$ cat src/fdio_pkg.sv
/*
 * shared constants of the sixteen-channel fieldbus digital i/o port:
 * module parameter indices, substitute modes, status word layout, resets.
 * assumes the fieldbus engine hands over parameter bytes by index.
 */
package fdio_pkg;

	localparam int unsigned FDIO_CH     = 16;
	localparam int unsigned FDIO_BYTE_W = 8;
	localparam int unsigned FDIO_CONN   = FDIO_CH / 2;
	localparam int unsigned FDIO_ST_W   = 32;

	////////////////////////////////////////////////////////////////////
	// module parameter byte indices
	localparam logic [7:0] FDIO_PRM_BEHAV  = 8'h0b;
	localparam logic [7:0] FDIO_PRM_LVL_LO = 8'h0c;
	localparam logic [7:0] FDIO_PRM_LVL_HI = 8'h0d;

	// substitute behaviour code, low two bits of the behaviour byte
	localparam int unsigned FDIO_MODE_W = 2;

	typedef enum logic [1:0] {
		FDIO_SUB_LOW  = 2'b00,
		FDIO_SUB_HIGH = 2'b01,
		FDIO_SUB_HOLD = 2'b10,
		FDIO_SUB_LVL  = 2'b11
	} fdio_sub_t;

	////////////////////////////////////////////////////////////////////
	// status word bit positions
	localparam int unsigned FDIO_ST_SHORT = 0;
	localparam int unsigned FDIO_ST_OVL   = 1;
	localparam int unsigned FDIO_ST_UV    = 5;

	localparam logic [7:0] FDIO_STATUS_SLOT = 8'h01;

	////////////////////////////////////////////////////////////////////
	// reset values
	localparam fdio_sub_t        FDIO_RST_MODE = FDIO_SUB_LOW;
	localparam logic [7:0]       FDIO_RST_LVL  = 8'h00;
	localparam logic [15:0]      FDIO_RST_OUT  = 16'h0000;
	localparam logic [31:0]      FDIO_RST_ST   = 32'h0000_0000;
	localparam logic [2:0]       FDIO_RST_SYNC = 3'h0;

endpackage

$ cat src/fdio_chan.sv
/*
 * one i/o channel: pin and fault synchronisers with agreement filter,
 * and the yellow/red channel indicator.
 * assumes pin, short and overload levels arrive asynchronously.
 */
`timescale 1ns/1ps

module fdio_chan (
	input  wire logic sys_clk,
	input  wire logic arst_n,
	input  wire logic pin_in,
	input  wire logic short_in,
	input  wire logic ovl_in,
	input  wire logic drive,
	output logic      pin_f,
	output logic      short_f,
	output logic      ovl_f,
	output logic      led_yellow,
	output logic      led_red
);

	typedef struct packed {
		logic [2:0] s1;
		logic [2:0] s2;
		logic [2:0] s3;
		logic [2:0] f;
		logic       led_y;
		logic       led_r;
	} fdio_chan_st_t;

	fdio_chan_st_t st_q;
	fdio_chan_st_t st_d;
	logic          fault;

	////////////////////////////////////////////////////////////////////
	assign fault = st_q.f[1] | st_q.f[2];

	always_comb begin
		st_d    = st_q;
		st_d.s1 = {ovl_in, short_in, pin_in};
		st_d.s2 = st_q.s1;
		st_d.s3 = st_q.s2;
		// a level counts only once second and third stages agree
		for (int i = 0; i < 3; i++) begin
			if (st_q.s2[i] == st_q.s3[i]) begin
				st_d.f[i] = st_q.s2[i];
			end
		end
		// driven channel shows output state, otherwise the input
		if (drive) begin
			st_d.led_y = ~fault;
			st_d.led_r = fault;
		end else begin
			st_d.led_y = st_q.f[0];
			st_d.led_r = 1'b0;
		end
	end

	always_ff @(posedge sys_clk or negedge arst_n) begin
		if (!arst_n) begin
			st_q <= '0;
		end else begin
			st_q <= st_d;
		end
	end

	assign pin_f      = st_q.f[0];
	assign short_f    = st_q.f[1];
	assign ovl_f      = st_q.f[2];
	assign led_yellow = st_q.led_y;
	assign led_red    = st_q.led_r;
endmodule

$ cat src/fdio_top.sv
/*
 * sixteen-channel digital i/o port of a fieldbus slave: channel map,
 * output substitute behaviour, module parameters, status word.
 * assumes the fieldbus engine on sys_clk delivers parameter bytes,
 * cyclic output data with a strobe, and a communication-good level.
 */
`timescale 1ns/1ps

// What this block does
// - input channel lights yellow while its input is set, dark otherwise
// - output channel: yellow when driven, red on short/overload, else off
// - indicator label digits give process byte then bit in that byte
// - inputs 1-8 in byte 0, 9-16 in byte 1; odd pin 4, even pin 2
// - master writes outputs 1-8 to byte 0, 9-16 to byte 1
// - status module sits in slot 1 with a 32-bit status word
// - status bit 0 short, bit 1 overload, bit 5 undervoltage; rest zero
// - direction follows how the master uses the process data, and the substitute code while communication fails
// - a channel used as output echoes its state into input data
// - parameter byte 11 bits 0-1 select substitute behaviour
// - codes: 00 all low, 01 all high, 10 hold, 11 per-channel values
// - byte 12 bit n is the substitute level of channel n+1
// - byte 13 holds channels 9-16, byte 12 bit 7 holds channel 8
// - on failed communication outputs take the substitute behaviour
module fdio_top #(
	parameter int unsigned CH = fdio_pkg::FDIO_CH
) (
	input  wire logic          sys_clk,
	input  wire logic          arst_n,
	input  wire logic          prm_we,
	input  wire logic [7:0]    prm_idx,
	input  wire logic [7:0]    prm_data,
	input  wire logic          out_valid,
	input  wire logic [CH-1:0] out_data,
	input  wire logic          comm_ok,
	input  wire logic [CH/2-1:0] conn_pin4_in,
	input  wire logic [CH/2-1:0] conn_pin2_in,
	input  wire logic [CH-1:0] ch_short_in,
	input  wire logic [CH-1:0] ch_ovl_in,
	input  wire logic          uv_in,
	output logic [CH-1:0]      in_data,
	output logic [31:0]        status_word,
	output logic [7:0]         status_slot,
	output logic [CH/2-1:0]    conn_pin4_out,
	output logic [CH/2-1:0]    conn_pin2_out,
	output logic [CH-1:0]      led_yellow,
	output logic [CH-1:0]      led_red
);

	typedef struct packed {
		fdio_pkg::fdio_sub_t mode;
		logic [7:0]          lvl_lo;
		logic [7:0]          lvl_hi;
		logic [CH-1:0]       drive;
		logic [CH-1:0]       in_proc;
		logic [31:0]         status;
		logic [2:0]          uv_sync;
		logic                uv_f;
	} fdio_top_st_t;

	fdio_top_st_t  st_q;
	fdio_top_st_t  st_d;
	logic [CH-1:0] device_input_channel;
	logic [CH-1:0] pin_f;
	logic [CH-1:0] short_f;
	logic [CH-1:0] ovl_f;
	logic [CH-1:0] sub_lvl;

	////////////////////////////////////////////////////////////////////
	// connector k carries channel 2k+1 on pin 4 and 2k+2 on pin 2
	generate
		for (genvar k = 0; k < CH/2; k++) begin : g_conn
			assign device_input_channel[2*k]   = conn_pin4_in[k];
			assign device_input_channel[2*k+1] = conn_pin2_in[k];
			assign conn_pin4_out[k] = st_q.drive[2*k];
			assign conn_pin2_out[k] = st_q.drive[2*k+1];
		end
	endgenerate

	// channel n sits at index n-1, so index = byte*8 + bit: label "bb"
	generate
		for (genvar c = 0; c < CH; c++) begin : g_ch
			fdio_chan u_chan (
				.sys_clk    (sys_clk),
				.arst_n     (arst_n),
				.pin_in     (device_input_channel[c]),
				.short_in   (ch_short_in[c]),
				.ovl_in     (ch_ovl_in[c]),
				.drive      (st_q.drive[c]),
				.pin_f      (pin_f[c]),
				.short_f    (short_f[c]),
				.ovl_f      (ovl_f[c]),
				.led_yellow (led_yellow[c]),
				.led_red    (led_red[c])
			);
		end
	endgenerate

	assign sub_lvl = {st_q.lvl_hi, st_q.lvl_lo};

	////////////////////////////////////////////////////////////////////
	always_comb begin
		st_d = st_q;

		// parameter bytes; other indices belong to the fieldbus engine
		if (prm_we) begin
			if (prm_idx == fdio_pkg::FDIO_PRM_BEHAV) begin
				// reserved upper bits dropped before the decode
				st_d.mode = fdio_pkg::fdio_sub_t'(
					prm_data[fdio_pkg::FDIO_MODE_W-1:0]);
			end else if (prm_idx == fdio_pkg::FDIO_PRM_LVL_LO) begin
				st_d.lvl_lo = prm_data;
			end else if (prm_idx == fdio_pkg::FDIO_PRM_LVL_HI) begin
				st_d.lvl_hi = prm_data;
			end
		end

		// output path: substitute only while communication is bad
		if (!comm_ok) begin
			case (st_q.mode)
				fdio_pkg::FDIO_SUB_LOW: begin
					st_d.drive = '0;
				end
				fdio_pkg::FDIO_SUB_HIGH: begin
					st_d.drive = '1;
				end
				fdio_pkg::FDIO_SUB_HOLD: begin
					st_d.drive = st_q.drive;
				end
				default: begin
					st_d.drive = sub_lvl;
				end
			endcase
		end else if (out_valid) begin
			// a set data bit is what makes the channel an output
			st_d.drive = out_data;
		end

		// driven bits echo the output; others show the filtered pin.
		// relies on the master not driving a channel it reads as input
		st_d.in_proc = st_q.drive | pin_f;

		st_d.uv_sync = {st_q.uv_sync[1:0], uv_in};
		if (st_q.uv_sync[1] == st_q.uv_sync[2]) begin
			st_d.uv_f = st_q.uv_sync[1];
		end

		st_d.status = fdio_pkg::FDIO_RST_ST;
		st_d.status[fdio_pkg::FDIO_ST_SHORT] = |short_f;
		st_d.status[fdio_pkg::FDIO_ST_OVL]   = |ovl_f;
		st_d.status[fdio_pkg::FDIO_ST_UV]    = st_q.uv_f;
	end

	always_ff @(posedge sys_clk or negedge arst_n) begin
		if (!arst_n) begin
			st_q.mode    <= fdio_pkg::FDIO_RST_MODE;
			st_q.lvl_lo  <= fdio_pkg::FDIO_RST_LVL;
			st_q.lvl_hi  <= fdio_pkg::FDIO_RST_LVL;
			st_q.drive   <= fdio_pkg::FDIO_RST_OUT;
			st_q.in_proc <= fdio_pkg::FDIO_RST_OUT;
			st_q.status  <= fdio_pkg::FDIO_RST_ST;
			st_q.uv_sync <= fdio_pkg::FDIO_RST_SYNC;
			st_q.uv_f    <= 1'b0;
		end else begin
			st_q <= st_d;
		end
	end

	assign in_data     = st_q.in_proc;
	assign status_word = st_q.status;
	assign status_slot = fdio_pkg::FDIO_STATUS_SLOT;
endmodule
$ cat config.mk
export PLATFORM = sky130hd
export DESIGN_NAME = fdio_top
export DESIGN_NICKNAME = d
export VERILOG_FILES = /design/src/fdio_pkg.sv /design/src/fdio_chan.sv /design/src/fdio_top.sv
export SDC_FILE = /design/constraint.sdc
export NUM_CORES = 1
export LEC_CHECK = 0
export BUFFER_PORTS_ARGS = -buffer_cell sky130_fd_sc_hd__buf_2
export CAP_MARGIN = 40
export CORE_ASPECT_RATIO = 0.75
export CORE_MARGIN = 8
export CORE_UTILIZATION = 44
export CTS_CLUSTER_DIAMETER = 150
export DETAILED_ROUTE_END_ITERATION = 10
export PLACE_DENSITY_LB_ADDON = 0.05
export SYNTH_ARGS = -nofsm -noshare
export SYNTH_HDL_FRONTEND = slang
export SYNTH_SLANG_ARGS = --single-unit
$ cat constraint.sdc
create_clock -name sys_clk -period 5.8 [get_ports sys_clk]
set_clock_uncertainty 0.2 [all_clocks]
set_input_delay 1.74 -clock sys_clk [delete_from_list [all_inputs] [get_ports sys_clk]]
set_output_delay 1.74 -clock sys_clk [all_outputs]
set_load 0.05 [all_outputs]
==> results.toml <==
[place]
numPortBuffers = 152
dpl_worst_slack_ns = 2.06
routabilityCongestion = 0.736
hpwlAfterDp_um = 12500
dp_cells = 977

[power_and_ir_drop]
p_leak_nw = 5.12
powerDensity_nw_per_um2 = 396
p_total_w = 0.00433
peakVddDrop_uv = 224

[logic_synthesis]
synthDistinctLibCells = 27
yosys_warnings = 0
synth_edf_count = 0
synth_fa_ha_area_share_pct = 5.15
synthArstFlopShare_pct = 100
synthFlopType = "dfrtp_1"
yosysSeqAreaShare_pct = 73.8
synth_compound_area_share_pct = 2.15
syn-cell-area_um2 = 9530
synthMuxAreaShare_pct = 6.01
syn_area_per_cell_um2 = 15.7
yosys.area_share.simple_pct = 3.60
synth_xor_area_share_pct = 0
synth_top_family_by_area = "buffers and inverters"
syn_inst = 608
synth-seq-cells = 281

[route]
wl_per_cell_um = 17.2
firstDrtPassIters = 4
drtIter0Drc = 202
via_count = 4565
ant_nets = 0
drt_wl_total_um = 17600
avgViaCountPerCell = 4.46
drc_errors = 0

[setup_path]
arrival_ns = 1.28
r2r_slack_ns = 3.71
endpoint_kind = "output pin"
r2r_start = "st_q[84]$_DFFE_PN0P_"
required_ns = 3.86
critPathCapture = "conn_pin2_out[3]"
cp-startpoint = "conn_pin2_out[3]$_DFFE_PN0P_"
crit_buf_inv = 1
path_delay_family = "flip-flops"
r2r_cells = 4
rr_endpoint = "conn_pin2_out[5]$_DFFE_PN0P_"
path_cells = "buf_2"
crit_path_max_incr_delay_ns = 0.44
start_kind = "register"
slowest_stage = "dfrtp_1"
worstPathMaxFanout = 4
cp.depth = 1
crit_type = "register to output pin"

[timing]
max_freq_mhz = 310
finalSetupTns_ns = 0
fin_hold_ws_ns = 0.142
fin_crit_sh_pct = 55.6
slew_headroom_pct = 35.0
rsz0062_at_grt = "false"
finalMaxSlewViolations = 0
period_needed_ns = 3.22
timing.final.ws_setup_ns = 2.58
worst_slew_pin_slew_ns = 0.976
hold_violations = 0
setup_viol = 0

[die]
die_w_um = 186
die_y_um = 143
io_pins = 190
initial_utilization_pct = 45.0
core_area_um2 = 21200
die_area_um2 = 26700
rows = 46

[cells_and_area]
nets = 804
n_antenna_cell = 0
syn2layout_area_growth_pct = 14.7
instances_no_fill = 1024
fill_cells = 1823
drive_gt1_share_pct = 32.9

[cts]
post_cts_buffers = 0
clockRootBuffer = "clkbuf_16"
clkLatencyLatePin_ns = 0.53
numCtsBuffers = 27
cts_sinks = 281
clkTransAtPathRegs_ns = 0.06
htree_levels = 1
clk_path_buf_depth = 3
ctsResizeCount = 0
cts_tree = "built"
cts_hold_buf = 0

[grt]
overflow = 0
grt.total_usage_pct = 13.4
grt_max_degree = 128
grt_pass1_wl_um = 28100
antenna_found_initial = 4
grt_pass1_vias = 5024

[worst_hold_path]
holdCritPathClass = "register to register"

[status]
status = "finished clean"

[flow_run]
drv_cap = 0
==> cells in the final DEF, fill, tap and decap left out, types with 2 or more instances in the layout <==
cell | synthesis | layout
dfrtp_1 | 281 | 281
buf_2 | 3 | 151
maj3_1 | 49 | 49
conb_1 | 2 | 37
clkbuf_16 | 0 | 27
mux2_2 | 26 | 26
nor2_1 | 22 | 22
o21a_1 | 16 | 16
mux2i_1 | 16 | 16
nand2_1 | 16 | 16
o21ai_0 | 16 | 16
inv_1 | 14 | 14
nor4_1 | 8 | 8
mux2_4 | 8 | 8
clkbuf_1 | 6 | 7
or2_2 | 5 | 5
nor2b_1 | 5 | 5
clkinv_2 | 0 | 4
clkinv_4 | 0 | 3
buf_4 | 104 | 3
nand4_1 | 2 | 2
bufinv_16 | 0 | 2
clkdlybuf4s15_2 | 0 | 2
==> cells by family after synthesis <==
logic type / after synthesis
buffers and inverters: 128
and+or+nand+nor: 65
adders and majority gates: 49
AOI/OAI and AO/OA: 33
muxes: 50
DFF: 281
other: 2
==> how the worst min path moves through the flow <==
stage,from,endpoint,cells past startpoint
2_1_floorplan,g_ch[0].u_chan.st_d[8]$_DFF_PN0_,g_ch[0].u_chan.st_d[5]$_DFF_PN0_,0
3_3_place_gp,g_ch[14].u_chan.st_d[10]$_DFF_PN0_,g_ch[14].u_chan.st_d[7]$_DFF_PN0_,0
3_5_place_dp,g_ch[15].u_chan.st_d[9]$_DFF_PN0_,g_ch[15].u_chan.st_d[6]$_DFF_PN0_,0
4_1_cts,g_ch[12].u_chan.st_d[10]$_DFF_PN0_,g_ch[12].u_chan.st_d[7]$_DFF_PN0_,0
5_1_grt,g_ch[12].u_chan.st_d[10]$_DFF_PN0_,g_ch[12].u_chan.st_d[7]$_DFF_PN0_,0
6_report,g_ch[12].u_chan.st_d[10]$_DFF_PN0_,g_ch[12].u_chan.st_d[7]$_DFF_PN0_,0
==> metal layers <==
layer / global-route usage, % / vias to the layer above / wire (um)
met5: 0 / - / 48
li1: - / 2089 / -
met2: 21.1 / 117 / 8220
met3: 3.78 / 35 / 1160
met4: 3.46 / 8 / 360
met1: 18.3 / 2316 / 7840
==> stage by stage <==
step	area, um^2	utilization [%]
floorplan	9660	-
detailed placement	10100	47.6
finish	10900	51.6
CTS	10900	51.6
global placement	10000	47.3
global route	10900	51.6
==> where the power goes <==
part	switching [W]	internal (W)
registers	0.0000766	0.00210
clock network	0.000722	0.000969
logic	0.000340	0.000120
==> cell usage after synthesis, drive strengths merged, types with 6 or more instances <==
cell type  number  area (um^2)
buf           108          807
o21ai          16         80.1
maj3           49          490
mux2i          16          160
inv            14         52.6
dfrtp         281         7030
nor2           22         82.6
o21a           16          120
nand2          16         60.1
mux2           34          413
nor4            9         71.3
clkbuf          6         22.5
==> sequential cells by signal (all words and copies together), names as in the netlist <==
| register | count |
|---|---|
| g_ch.u_chan.st_d | 96 |
| g_ch.u_chan.st_q | 48 |
| st_q | 19 |
| g_ch.u_chan.led_red | 16 |
| g_ch.u_chan.led_yellow | 16 |
| g_ch.u_chan.ovl_f | 16 |
| g_ch.u_chan.pin_f | 16 |
| g_ch.u_chan.short_f | 16 |
| in_data | 16 |
| conn_pin2_out | 8 |
| conn_pin4_out | 8 |
| st_d | 3 |
| status_word | 3 |
==> area by class of cell <==
type                    instances  area [um^2]  share of cell area [%]
multi-input cells             234         1750                    16.0
clock inverters                12          143                    1.30
clock buffers                  35          716                    6.55
repair buffers                160          875                    8.00
well taps                     288          360                    3.30
inverters                      14         52.6                   0.481
flip-flops and latches        281         7030                    64.3
Power figures use the tool's default switching activity.
